$ cat src/hw/uhcc_defs.svh
`ifndef UHCC_DEFS_SVH
`define UHCC_DEFS_SVH
// Summary of operation
// - outside descriptor mode software sets enable; controller clears it when channel stops
// - in descriptor mode enable set means descriptors and buffers are ready to fetch
// - odd-frame bit picks even or odd frame for periodic; ignored in descriptor mode
// - seven-bit target device address selects the source or sink device
// - periodic without split, multi-count gives transactions per microframe; code zero undefined
// - non-periodic in DMA mode, multi-count sets packets fetched before arbitration moves
// - with split, multi-count gives immediate retries; software programs at least one
// - two-bit transfer type: control, isochronous, bulk, interrupt
// - direction bit, four-bit endpoint number and eleven-bit max packet size
// - split enable allows split transactions; complete-split bit requests complete phase
// - payload position for split OUT: all, first, middle, last
// - split register holds translator hub address and translator port number
// - descriptor mode only: wrap flag set when descriptor list rolls over
// - descriptor mode only: excess error flag after three consecutive errors, never isochronous
// - descriptor mode only: buffer unavailable flag on unready descriptor, never isochronous
// - descriptor mode masks toggle, overrun, babble, transaction error and response flags
// - transaction error flag set on CRC, timeout, bit stuffing or false end-of-packet
// - in DMA modes, system bus error flag set on failed read or write
// - stopped flag set whenever channel halts, causes depending on mode
// - done flag set on INTERRUPT_ON_COMPLETION descriptor completion or normal transfer end
// - mask bits for wrap and buffer unavailable, reserved outside descriptor mode
`define UHCC_OFS_CHAR      12'h0500
`define UHCC_OFS_SPLIT     12'h0504
`define UHCC_OFS_INT       12'h0508
`define UHCC_OFS_MASK      12'h050C
`define UHCC_CHAR_WMASK    32'hFFFE_FFFF
`define UHCC_SPLIT_WMASK   32'h8001_FF81
`define UHCC_MASK_WMASK    32'h0000_2FFF
`define UHCC_MASK_DESC     32'h0000_2804
`define UHCC_DESC_HIDDEN   14'h07F8
`define UHCC_ERR_LIMIT     2'h3
`define UHCC_POS_EN        31
`define UHCC_POS_DIS       30
`define UHCC_POS_WRAP      13
`define UHCC_POS_EXCESS    12
`define UHCC_POS_BNA       11
`define UHCC_POS_TOGGLE    10
`define UHCC_POS_OVERRUN   9
`define UHCC_POS_BABBLE    8
`define UHCC_POS_XACT      7
`define UHCC_POS_NYET      6
`define UHCC_POS_ACK       5
`define UHCC_POS_NAK       4
`define UHCC_POS_STALL     3
`define UHCC_POS_SYSBUS    2
`define UHCC_POS_HALT      1
`define UHCC_POS_DONE      0
`define UHCC_EP_ISO        2'h1
`endif

$ cat src/hw/uhcc_pkg.sv
package uhcc_pkg;
  typedef enum logic [1:0] {
    UHCC_EP_CONTROL = 2'h0,
    UHCC_EP_ISOCH   = 2'h1,
    UHCC_EP_BULK    = 2'h2,
    UHCC_EP_INTR    = 2'h3
  } uhcc_ep_e;

  typedef enum logic [1:0] {
    UHCC_BUS_IDLE = 2'b01,
    UHCC_BUS_ACK  = 2'b10
  } uhcc_bus_e;

  typedef struct packed {
    logic        enable;
    logic        abort;
    logic        odd_frame;
    logic [6:0]  dev_addr;
    logic [1:0]  multi_count;
    uhcc_ep_e    ep_type;
    logic        low_speed;
    logic        reserved;
    logic        dir_in;
    logic [3:0]  ep_num;
    logic [10:0] max_packet;
  } uhcc_char_s;

  typedef struct packed {
    logic        split_en;
    logic        complete_split;
    logic [1:0]  position;
    logic [6:0]  hub_addr;
    logic        port_num;
  } uhcc_split_s;
endpackage

$ cat src/hw/uhcc_wb_slave.sv
`include "uhcc_defs.svh"
module uhcc_wb_slave (
  input  wire logic        clock,
  input  wire logic        rst,
  input  wire logic        clk_en,
  input  wire logic        wb_cyc_i,
  input  wire logic        wb_stb_i,
  input  wire logic        wb_we_i,
  output      logic        wb_ack_o,
  output      logic        wr_fire,
  output      logic        rd_fire,
  output      logic        we_fire
);
  typedef struct packed {
    uhcc_pkg::uhcc_bus_e st;
  } uhcc_wb_s;

  uhcc_wb_s state_reg;
  uhcc_wb_s state_next;

  // one access per request; ack one cycle after stb, then one idle cycle
  always_comb begin
    state_next = state_reg;
    unique case (state_reg.st)
      uhcc_pkg::UHCC_BUS_IDLE: begin
        if (wb_cyc_i && wb_stb_i) begin
          state_next.st = uhcc_pkg::UHCC_BUS_ACK;
        end
      end
      uhcc_pkg::UHCC_BUS_ACK: begin
        state_next.st = uhcc_pkg::UHCC_BUS_IDLE;
      end
      default: begin
        state_next.st = uhcc_pkg::UHCC_BUS_IDLE;
      end
    endcase
  end

  always_ff @(posedge clock) begin
    if (rst) begin
      state_reg <= '{st: uhcc_pkg::UHCC_BUS_IDLE};
    end else if (clk_en) begin
      state_reg <= state_next;
    end
  end

  assign wb_ack_o = (state_reg.st == uhcc_pkg::UHCC_BUS_ACK);
  assign wr_fire  = wb_ack_o && wb_we_i && clk_en;
  assign rd_fire  = wb_ack_o && !wb_we_i;
  assign we_fire  = wb_cyc_i && wb_stb_i && (state_reg.st == uhcc_pkg::UHCC_BUS_IDLE);
endmodule

$ cat src/hw/uhcc_status_bit.sv
module uhcc_status_bit (
  input  wire logic clock,
  input  wire logic rst,
  input  wire logic clk_en,
  input  wire logic set,
  input  wire logic clear,
  output      logic flag
);
  typedef struct packed {
    logic flag;
  } uhcc_flag_s;

  uhcc_flag_s state_reg;
  uhcc_flag_s state_next;

  // set wins over a simultaneous write-one clear
  always_comb begin
    state_next = state_reg;
    if (clear) begin
      state_next.flag = 1'b0;
    end
    if (set) begin
      state_next.flag = 1'b1;
    end
  end

  always_ff @(posedge clock) begin
    if (rst) begin
      state_reg <= '{flag: 1'b0};
    end else if (clk_en) begin
      state_reg <= state_next;
    end
  end

  assign flag = state_reg.flag;
endmodule

$ cat src/hw/uhcc_regs.sv
// The implementer's own choice: the Wishbone slave port.
`include "uhcc_defs.svh"
module uhcc_regs (
  input  wire logic        clock,
  input  wire logic        rst,
  input  wire logic        clk_en,
  input  wire logic        wb_cyc_i,
  input  wire logic        wb_stb_i,
  input  wire logic        wb_we_i,
  input  wire logic [11:0] wb_adr_i,
  input  wire logic [3:0]  wb_sel_i,
  input  wire logic [31:0] wb_dat_i,
  output      logic [31:0] wb_dat_o,
  output      logic        wb_ack_o,
  input  wire logic        desc_mode,
  input  wire logic        dma_mode,
  input  wire logic        channel_stopped,
  input  wire logic        stop_transfer_done,
  input  wire logic        stop_xact_error,
  input  wire logic        stop_abort,
  input  wire logic        stop_end_of_list,
  input  wire logic        ev_xact_ok,
  input  wire logic        ev_crc_fail,
  input  wire logic        ev_timeout,
  input  wire logic        ev_bit_stuff,
  input  wire logic        ev_false_eop,
  input  wire logic        ev_toggle_mismatch,
  input  wire logic        ev_frame_overrun,
  input  wire logic        ev_babble,
  input  wire logic        ev_nyet,
  input  wire logic        ev_ack,
  input  wire logic        ev_nak,
  input  wire logic        ev_stall,
  input  wire logic        ev_sysbus_error,
  input  wire logic        ev_desc_wrap,
  input  wire logic        ev_desc_not_ready,
  input  wire logic        ev_desc_ioc_done,
  output      logic        channel_enable_bit,
  output      logic        channel_abort_request,
  output      logic        odd_frame_select,
  output      logic        periodic_channel,
  output      logic [6:0]  target_device_address,
  output      logic [1:0]  multi_count_retry_field,
  output      logic [1:0]  transactions_per_uframe,
  output      logic [1:0]  dma_fetch_packets,
  output      logic [1:0]  split_retry_count,
  output      logic        multi_count_invalid,
  output      logic [1:0]  transfer_type_field,
  output      logic        low_speed_target,
  output      logic        transfer_direction,
  output      logic [3:0]  target_endpoint_number,
  output      logic [10:0] max_packet_size,
  output      logic        split_transaction_enable,
  output      logic        complete_split_request,
  output      logic [1:0]  payload_position,
  output      logic        split_whole_payload,
  output      logic [6:0]  translator_hub_address,
  output      logic        translator_port_number,
  output      logic        channel_irq
);
  typedef struct packed {
    uhcc_pkg::uhcc_char_s  chr;
    uhcc_pkg::uhcc_split_s spl;
    logic [13:0]           mask;
    logic [1:0]            err_run;
    logic [31:0]           rdata;
  } uhcc_regs_s;

  uhcc_regs_s  state_reg;
  uhcc_regs_s  state_next;
  logic        wr_fire;
  logic        rd_fire;
  logic        req_take;
  logic [31:0] wmask_bytes;
  logic [13:0] set_vec;
  logic [13:0] clr_vec;
  logic [13:0] status;
  logic [13:0] irq_gate;
  logic        xact_err;
  logic        iso;
  logic        excess;
  logic [31:0] char_word;
  logic [31:0] split_word;
  logic [31:0] char_w;
  logic [31:0] split_w;

  uhcc_wb_slave u_bus (
    .clock    (clock),
    .rst      (rst),
    .clk_en   (clk_en),
    .wb_cyc_i (wb_cyc_i),
    .wb_stb_i (wb_stb_i),
    .wb_we_i  (wb_we_i),
    .wb_ack_o (wb_ack_o),
    .wr_fire  (wr_fire),
    .rd_fire  (rd_fire),
    .we_fire  (req_take)
  );

  assign wmask_bytes = {{8{wb_sel_i[3]}}, {8{wb_sel_i[2]}}, {8{wb_sel_i[1]}}, {8{wb_sel_i[0]}}};
  assign iso = (state_reg.chr.ep_type == uhcc_pkg::UHCC_EP_ISOCH);
  assign xact_err = ev_crc_fail || ev_timeout || ev_bit_stuff || ev_false_eop;
  assign excess = desc_mode && !iso && xact_err
                  && (state_reg.err_run == (`UHCC_ERR_LIMIT - 2'h1));

  // event sources per status bit
  always_comb begin
    set_vec                   = '0;
    set_vec[`UHCC_POS_WRAP]    = desc_mode && ev_desc_wrap;
    set_vec[`UHCC_POS_EXCESS]  = excess;
    set_vec[`UHCC_POS_BNA]     = desc_mode && !iso && ev_desc_not_ready;
    set_vec[`UHCC_POS_TOGGLE]  = ev_toggle_mismatch;
    set_vec[`UHCC_POS_OVERRUN] = ev_frame_overrun;
    set_vec[`UHCC_POS_BABBLE]  = ev_babble;
    set_vec[`UHCC_POS_XACT]    = xact_err;
    set_vec[`UHCC_POS_NYET]    = ev_nyet;
    set_vec[`UHCC_POS_ACK]     = ev_ack;
    set_vec[`UHCC_POS_NAK]     = ev_nak;
    set_vec[`UHCC_POS_STALL]   = ev_stall;
    set_vec[`UHCC_POS_SYSBUS]  = dma_mode && ev_sysbus_error;
    set_vec[`UHCC_POS_HALT]    = channel_stopped;
    set_vec[`UHCC_POS_DONE]    = desc_mode ? ev_desc_ioc_done : stop_transfer_done;
  end

  assign clr_vec = (wr_fire && wb_adr_i == `UHCC_OFS_INT)
                   ? (wb_dat_i[13:0] & wmask_bytes[13:0]) : 14'h0000;

  genvar gi;
  generate
    for (gi = 0; gi < 14; gi++) begin : g_stat
      uhcc_status_bit u_bit (
        .clock  (clock),
        .rst    (rst),
        .clk_en (clk_en),
        .set    (set_vec[gi]),
        .clear  (clr_vec[gi]),
        .flag   (status[gi])
      );
    end
  endgenerate

  assign char_word  = state_reg.chr;
  assign split_word = {state_reg.spl.split_en, 14'h0000, state_reg.spl.complete_split,
                       state_reg.spl.position, state_reg.spl.hub_addr, 6'h00,
                       state_reg.spl.port_num};
  assign char_w  = (char_word & ~(wmask_bytes & `UHCC_CHAR_WMASK))
                   | (wb_dat_i & wmask_bytes & `UHCC_CHAR_WMASK);
  assign split_w = (split_word & ~(wmask_bytes & `UHCC_SPLIT_WMASK))
                   | (wb_dat_i & wmask_bytes & `UHCC_SPLIT_WMASK);

  always_comb begin
    state_next = state_reg;
    if (xact_err) begin
      state_next.err_run = excess ? 2'h0 : state_reg.err_run + 2'h1;
    end else if (ev_xact_ok) begin
      state_next.err_run = 2'h0;
    end
    if (wr_fire) begin
      unique case (wb_adr_i)
        `UHCC_OFS_CHAR: begin
          state_next.chr = char_w;
        end
        `UHCC_OFS_SPLIT: begin
          state_next.spl = {split_w[31], split_w[16], split_w[15:14],
                            split_w[13:7], split_w[0]};
        end
        `UHCC_OFS_MASK: begin
          state_next.mask = (wb_dat_i[13:0] & wmask_bytes[13:0] & 14'(`UHCC_MASK_WMASK))
                            | (state_reg.mask & ~(wmask_bytes[13:0] & 14'(`UHCC_MASK_WMASK)));
        end
        default: begin
        end
      endcase
    end
    // hardware clears enable and abort when channel stops; this beats software
    if (channel_stopped) begin
      state_next.chr.enable = 1'b0;
      state_next.chr.abort  = 1'b0;
    end
    if (req_take && !wb_we_i) begin
      unique case (wb_adr_i)
        `UHCC_OFS_CHAR:  state_next.rdata = char_word;
        `UHCC_OFS_SPLIT: state_next.rdata = split_word;
        `UHCC_OFS_INT:   state_next.rdata = {18'h0_0000, status};
        `UHCC_OFS_MASK:  state_next.rdata = {18'h0_0000, state_reg.mask}
                                            & (desc_mode ? 32'hFFFF_FFFF : ~`UHCC_MASK_DESC);
        default:         state_next.rdata = 32'h0000_0000;
      endcase
    end
  end

  always_ff @(posedge clock) begin
    if (rst) begin
      state_reg <= '0;
    end else if (clk_en) begin
      state_reg <= state_next;
    end
  end

  assign wb_dat_o = state_reg.rdata;

  // descriptor mode hides response/error bits; outside it the wrap, buffer unavailable and system bus error bits are gated
  assign irq_gate = desc_mode ? (~`UHCC_DESC_HIDDEN) : (~14'(`UHCC_MASK_DESC));
  assign channel_irq = |(status & state_reg.mask & irq_gate);

  assign channel_enable_bit       = state_reg.chr.enable;
  assign channel_abort_request    = state_reg.chr.abort;
  assign odd_frame_select         = state_reg.chr.odd_frame && !desc_mode;
  assign periodic_channel         = state_reg.chr.ep_type[0];
  assign target_device_address    = state_reg.chr.dev_addr;
  assign multi_count_retry_field  = state_reg.chr.multi_count;
  assign transactions_per_uframe  = (!state_reg.spl.split_en && periodic_channel)
                                    ? state_reg.chr.multi_count : 2'h0;
  assign dma_fetch_packets        = (dma_mode && !periodic_channel)
                                    ? state_reg.chr.multi_count : 2'h0;
  assign split_retry_count        = state_reg.spl.split_en
                                    ? state_reg.chr.multi_count : 2'h0;
  assign multi_count_invalid      = (state_reg.chr.multi_count == 2'h0)
                                    && (periodic_channel || state_reg.spl.split_en);
  assign transfer_type_field      = state_reg.chr.ep_type;
  assign low_speed_target         = state_reg.chr.low_speed;
  assign transfer_direction       = state_reg.chr.dir_in;
  assign target_endpoint_number   = state_reg.chr.ep_num;
  assign max_packet_size          = state_reg.chr.max_packet;
  assign split_transaction_enable = state_reg.spl.split_en;
  assign complete_split_request   = state_reg.spl.complete_split;
  assign payload_position         = state_reg.spl.position;
  assign split_whole_payload      = (state_reg.spl.position == 2'h3);
  assign translator_hub_address   = state_reg.spl.hub_addr;
  assign translator_port_number   = state_reg.spl.port_num;
endmodule

$ cat config.mk
export PLATFORM = sky130hd
export DESIGN_NAME = uhcc_regs
export DESIGN_NICKNAME = d
export VERILOG_FILES = /design/src/hw/uhcc_pkg.sv /design/src/hw/uhcc_wb_slave.sv /design/src/hw/uhcc_status_bit.sv /design/src/hw/uhcc_regs.sv
export VERILOG_INCLUDE_DIRS = /design/src /design/src/hw
export SDC_FILE = /design/constraint.sdc
export NUM_CORES = 1
export LEC_CHECK = 0
export BUFFER_PORTS_ARGS = -buffer_cell sky130_fd_sc_hd__buf_4
export CORE_MARGIN = 3
export CORE_UTILIZATION = 45
export CTS_CLUSTER_DIAMETER = 60
export DETAILED_ROUTE_END_ITERATION = 10
export GPL_ROUTABILITY_DRIVEN = 0
export PLACE_DENSITY = 0.83
export SYNTH_ARGS = -nofsm -noshare
export SYNTH_HDL_FRONTEND = slang
export SYNTH_SLANG_ARGS = --single-unit
$ cat constraint.sdc
create_clock -name clock -period 2.8 [get_ports clock]
set_input_delay 0 -clock clock [delete_from_list [all_inputs] [get_ports clock]]
set_output_delay 0 -clock clock [all_outputs]
set_load 0.05 [all_outputs]
==> impl_metrics.ini <==
[status]
status = complete, no violations

[floorplan]
die_w_um = 114
die_area_mm2 = 0.0131
die_y_um = 114
ioPinCount = 163
start_util_pct = 47.4
std_cell_rows = 38
core-area_mm2 = 0.0112

[placement]
dp_slack_ns = 0.555
place_hpwl_mm = 11.0
io_buffers = 159
place_area_mm2 = 0.00595

[worst_setup_path]
worstPathMaxFanout = 13
critPathArrivalTime_ns = 2.80
worstSetupEndpointType = register
r2r_end = g_stat[4].u_bit.flag
r2r-start = u_bus.state_reg[0]
reg2reg_depth = 5
rrSetupSlack_ns = 0.23
critPathLaunchType = register
required_ns = 3.02
worstSetupPathType = register to register

[min_path]
hold_path.class = input pin to register
hold_depth = 3
hp-start = wb_sel_i[3]

[clocking]
cts.sinks = 106
cts_buffers = 9
cts_tree = yes
cts-root-buf = clkbuf_16
cts-htree-levels = 3
clock_latency_ns = 0.34
clkSlewWorstSetupHoldPaths_ns = 0.07
cts_resized = 0
cts.path.max_buffers = 2

[final_layout]
syn_to_final_growth_pct = 28.1
layout-drive-gt1-share_pct = 27.3
fin_area_mm2 = 0.00678
insertedDiodeCount = 0
fin_nets = 787

[detailed_routing]
drc = 0
ant_nets = 0
via_count = 5269
vias_per_cell = 6.17
firstDrtPassIters = 6
drt_wl_total_mm = 16.9
routedWlPerCell_um = 19.8
drtIter0Drc = 509

[sta]
hold_viol_final = 0
setup_viol_count_final = 0
fin_setup_tns_ns = 0
period_needed_ns = 2.57
rsz0062_at_grt = false
skew_ns = 0.00687
hold_slack_ns = 0.00451
setup_slack_ns = 0.226
fin_crit_sh_pct = 91.9
tightest_slew_ns = 1.00
fmax_ghz = 0.388
slew_viol_final = 0
relSlewSlack_pct = 33.0

[yosys]
postSynthAreaPerCell_um2 = 8.83
synth_area_leaders = dfxtp_1, buf_4, a21oi_1, o21ai_0, nand3_1
synthFlopType = dfxtp_1
synthesis.area_mm2 = 0.00529
synthCells = 599
yosysWarnings = 0
synth_common_cells = dfxtp_1, buf_4, a21oi_1
async_flop_share_pct = 0
yosysUniqueCellTypes = 51
yosysTopAreaCell = dfxtp_1
synth_seq_cells = 106
syn-num-nets = 676
synth_edf_count = 0
yosysMostFrequentCell = dfxtp_1
netlist.area_leader.share_pct = 40.1
yosysSeqAreaShare_pct = 40.1

[flow_run]
drv_cap = 0

[power_and_ir_drop]
p_leak_nw = 2.65
total_power_mw = 3.26
vdd_drop_max_mv = 0.315
p_per_area_mw_per_mm2 = 481

[global_route]
antenna_found_initial = 0
grt_pass1_vias = 5212
overflow = 0
grt_max_degree = 97
grt_pass1_wl_mm = 27.0
grt_usage_pct = 25.7
[power by group]
| group | total (mW) | internal, mW | switching, mW |
|---|---|---|---|
| clock network | 1.42 | 0.870 | 0.552 |
| registers | 1.54 | 1.52 | 0.0146 |
| logic | 0.306 | 0.151 | 0.155 |
[worst max path at each step]
stage	slack, ns	from	to
3_3_place_gp	0.68	u_bus.state_reg[0]	g_stat[10].u_bit.flag
4_1_cts	0.30	u_bus.state_reg[0]	g_stat[5].u_bit.flag
5_1_grt	0.03	u_bus.state_reg[0]	g_stat[5].u_bit.flag
3_5_place_dp	0.55	u_bus.state_reg[0]	g_stat[10].u_bit.flag
6_report	0.23	u_bus.state_reg[0]	g_stat[4].u_bit.flag
2_1_floorplan	0.92	register	multi_count_invalid
[through the flow]
| stage | util, % | instances |
|---|---|---|
| 2_1_floorplan | - | 599 |
| 3_3_place_gp | 53.2 | 789 |
| 3_5_place_dp | 53.2 | 789 |
| 4_1_cts | 60.7 | 854 |
| 5_1_grt | 60.7 | 854 |
| 6_report | 60.7 | 854 |
[kinds of logic (layout without fill, tap and decap cells)]
group                  count (synthesis)  count (layout)  share of synthesized area, %
AOI/OAI and AO/OA                    190             190                          21.9
and+or+nand+nor                      164             164                          18.1
buffers and inverters                119             234                          14.4
DFF                                  106             106                          40.1
muxes                                 20              20                          5.46
[cell usage in the layout (no fill, tap or decap), types with 5 or more instances in the layout]
master,instances
buf_4,162
dfxtp_1,106
a21oi_1,70
o21ai_0,54
dlygate4sd3_1,50
nand3_1,43
nor2_1,23
nand4_1,22
nand2_1,20
a22oi_1,18
a22o_1,16
mux2i_1,12
a311oi_1,11
clkbuf_16,9
nand2b_1,8
and2_1,7
inv_1,7
mux4_2,7
o2bb2ai_1,6
nor2b_1,5
or3_1,5
[worst max-delay path, stage by stage, from the launching register on]
cell           delay, ns
dfxtp_1             0.37
and4b_1             0.60
nand3_1             0.13
nor2_1              0.55
a311oi_1            0.18
dlygate4sd3_1       0.63
[routing by layer]
metal / vias up / share of wire, % / wire length (µm) / GRT usage [%]
met5: - / 0 / 0 / 0
met4: 0 / 3.2 / 533 / 11.2
met3: 46 / 9.6 / 1620 / 5.23
met2: 322 / 49 / 8280 / 42.6
met1: 2535 / 38 / 6430 / 32.4
li1: 2366 / - / - / -
[cell type report]
type	count	area, µm²
fill	912	4390
clock buffer	10	229
multi-input combinational	374	2410
tap	140	175
timing repair buffer	212	1720
sequential	106	2120
inverter	7	26.3
clock inverter	5	104
[timing repair]
action | CTS | global route
hold endpoints to repair | 69 | 0
setup buffers | 0 | 0
hold buffers | 50 | 0
No activity file was read; power rests on OpenSTA's default activity.
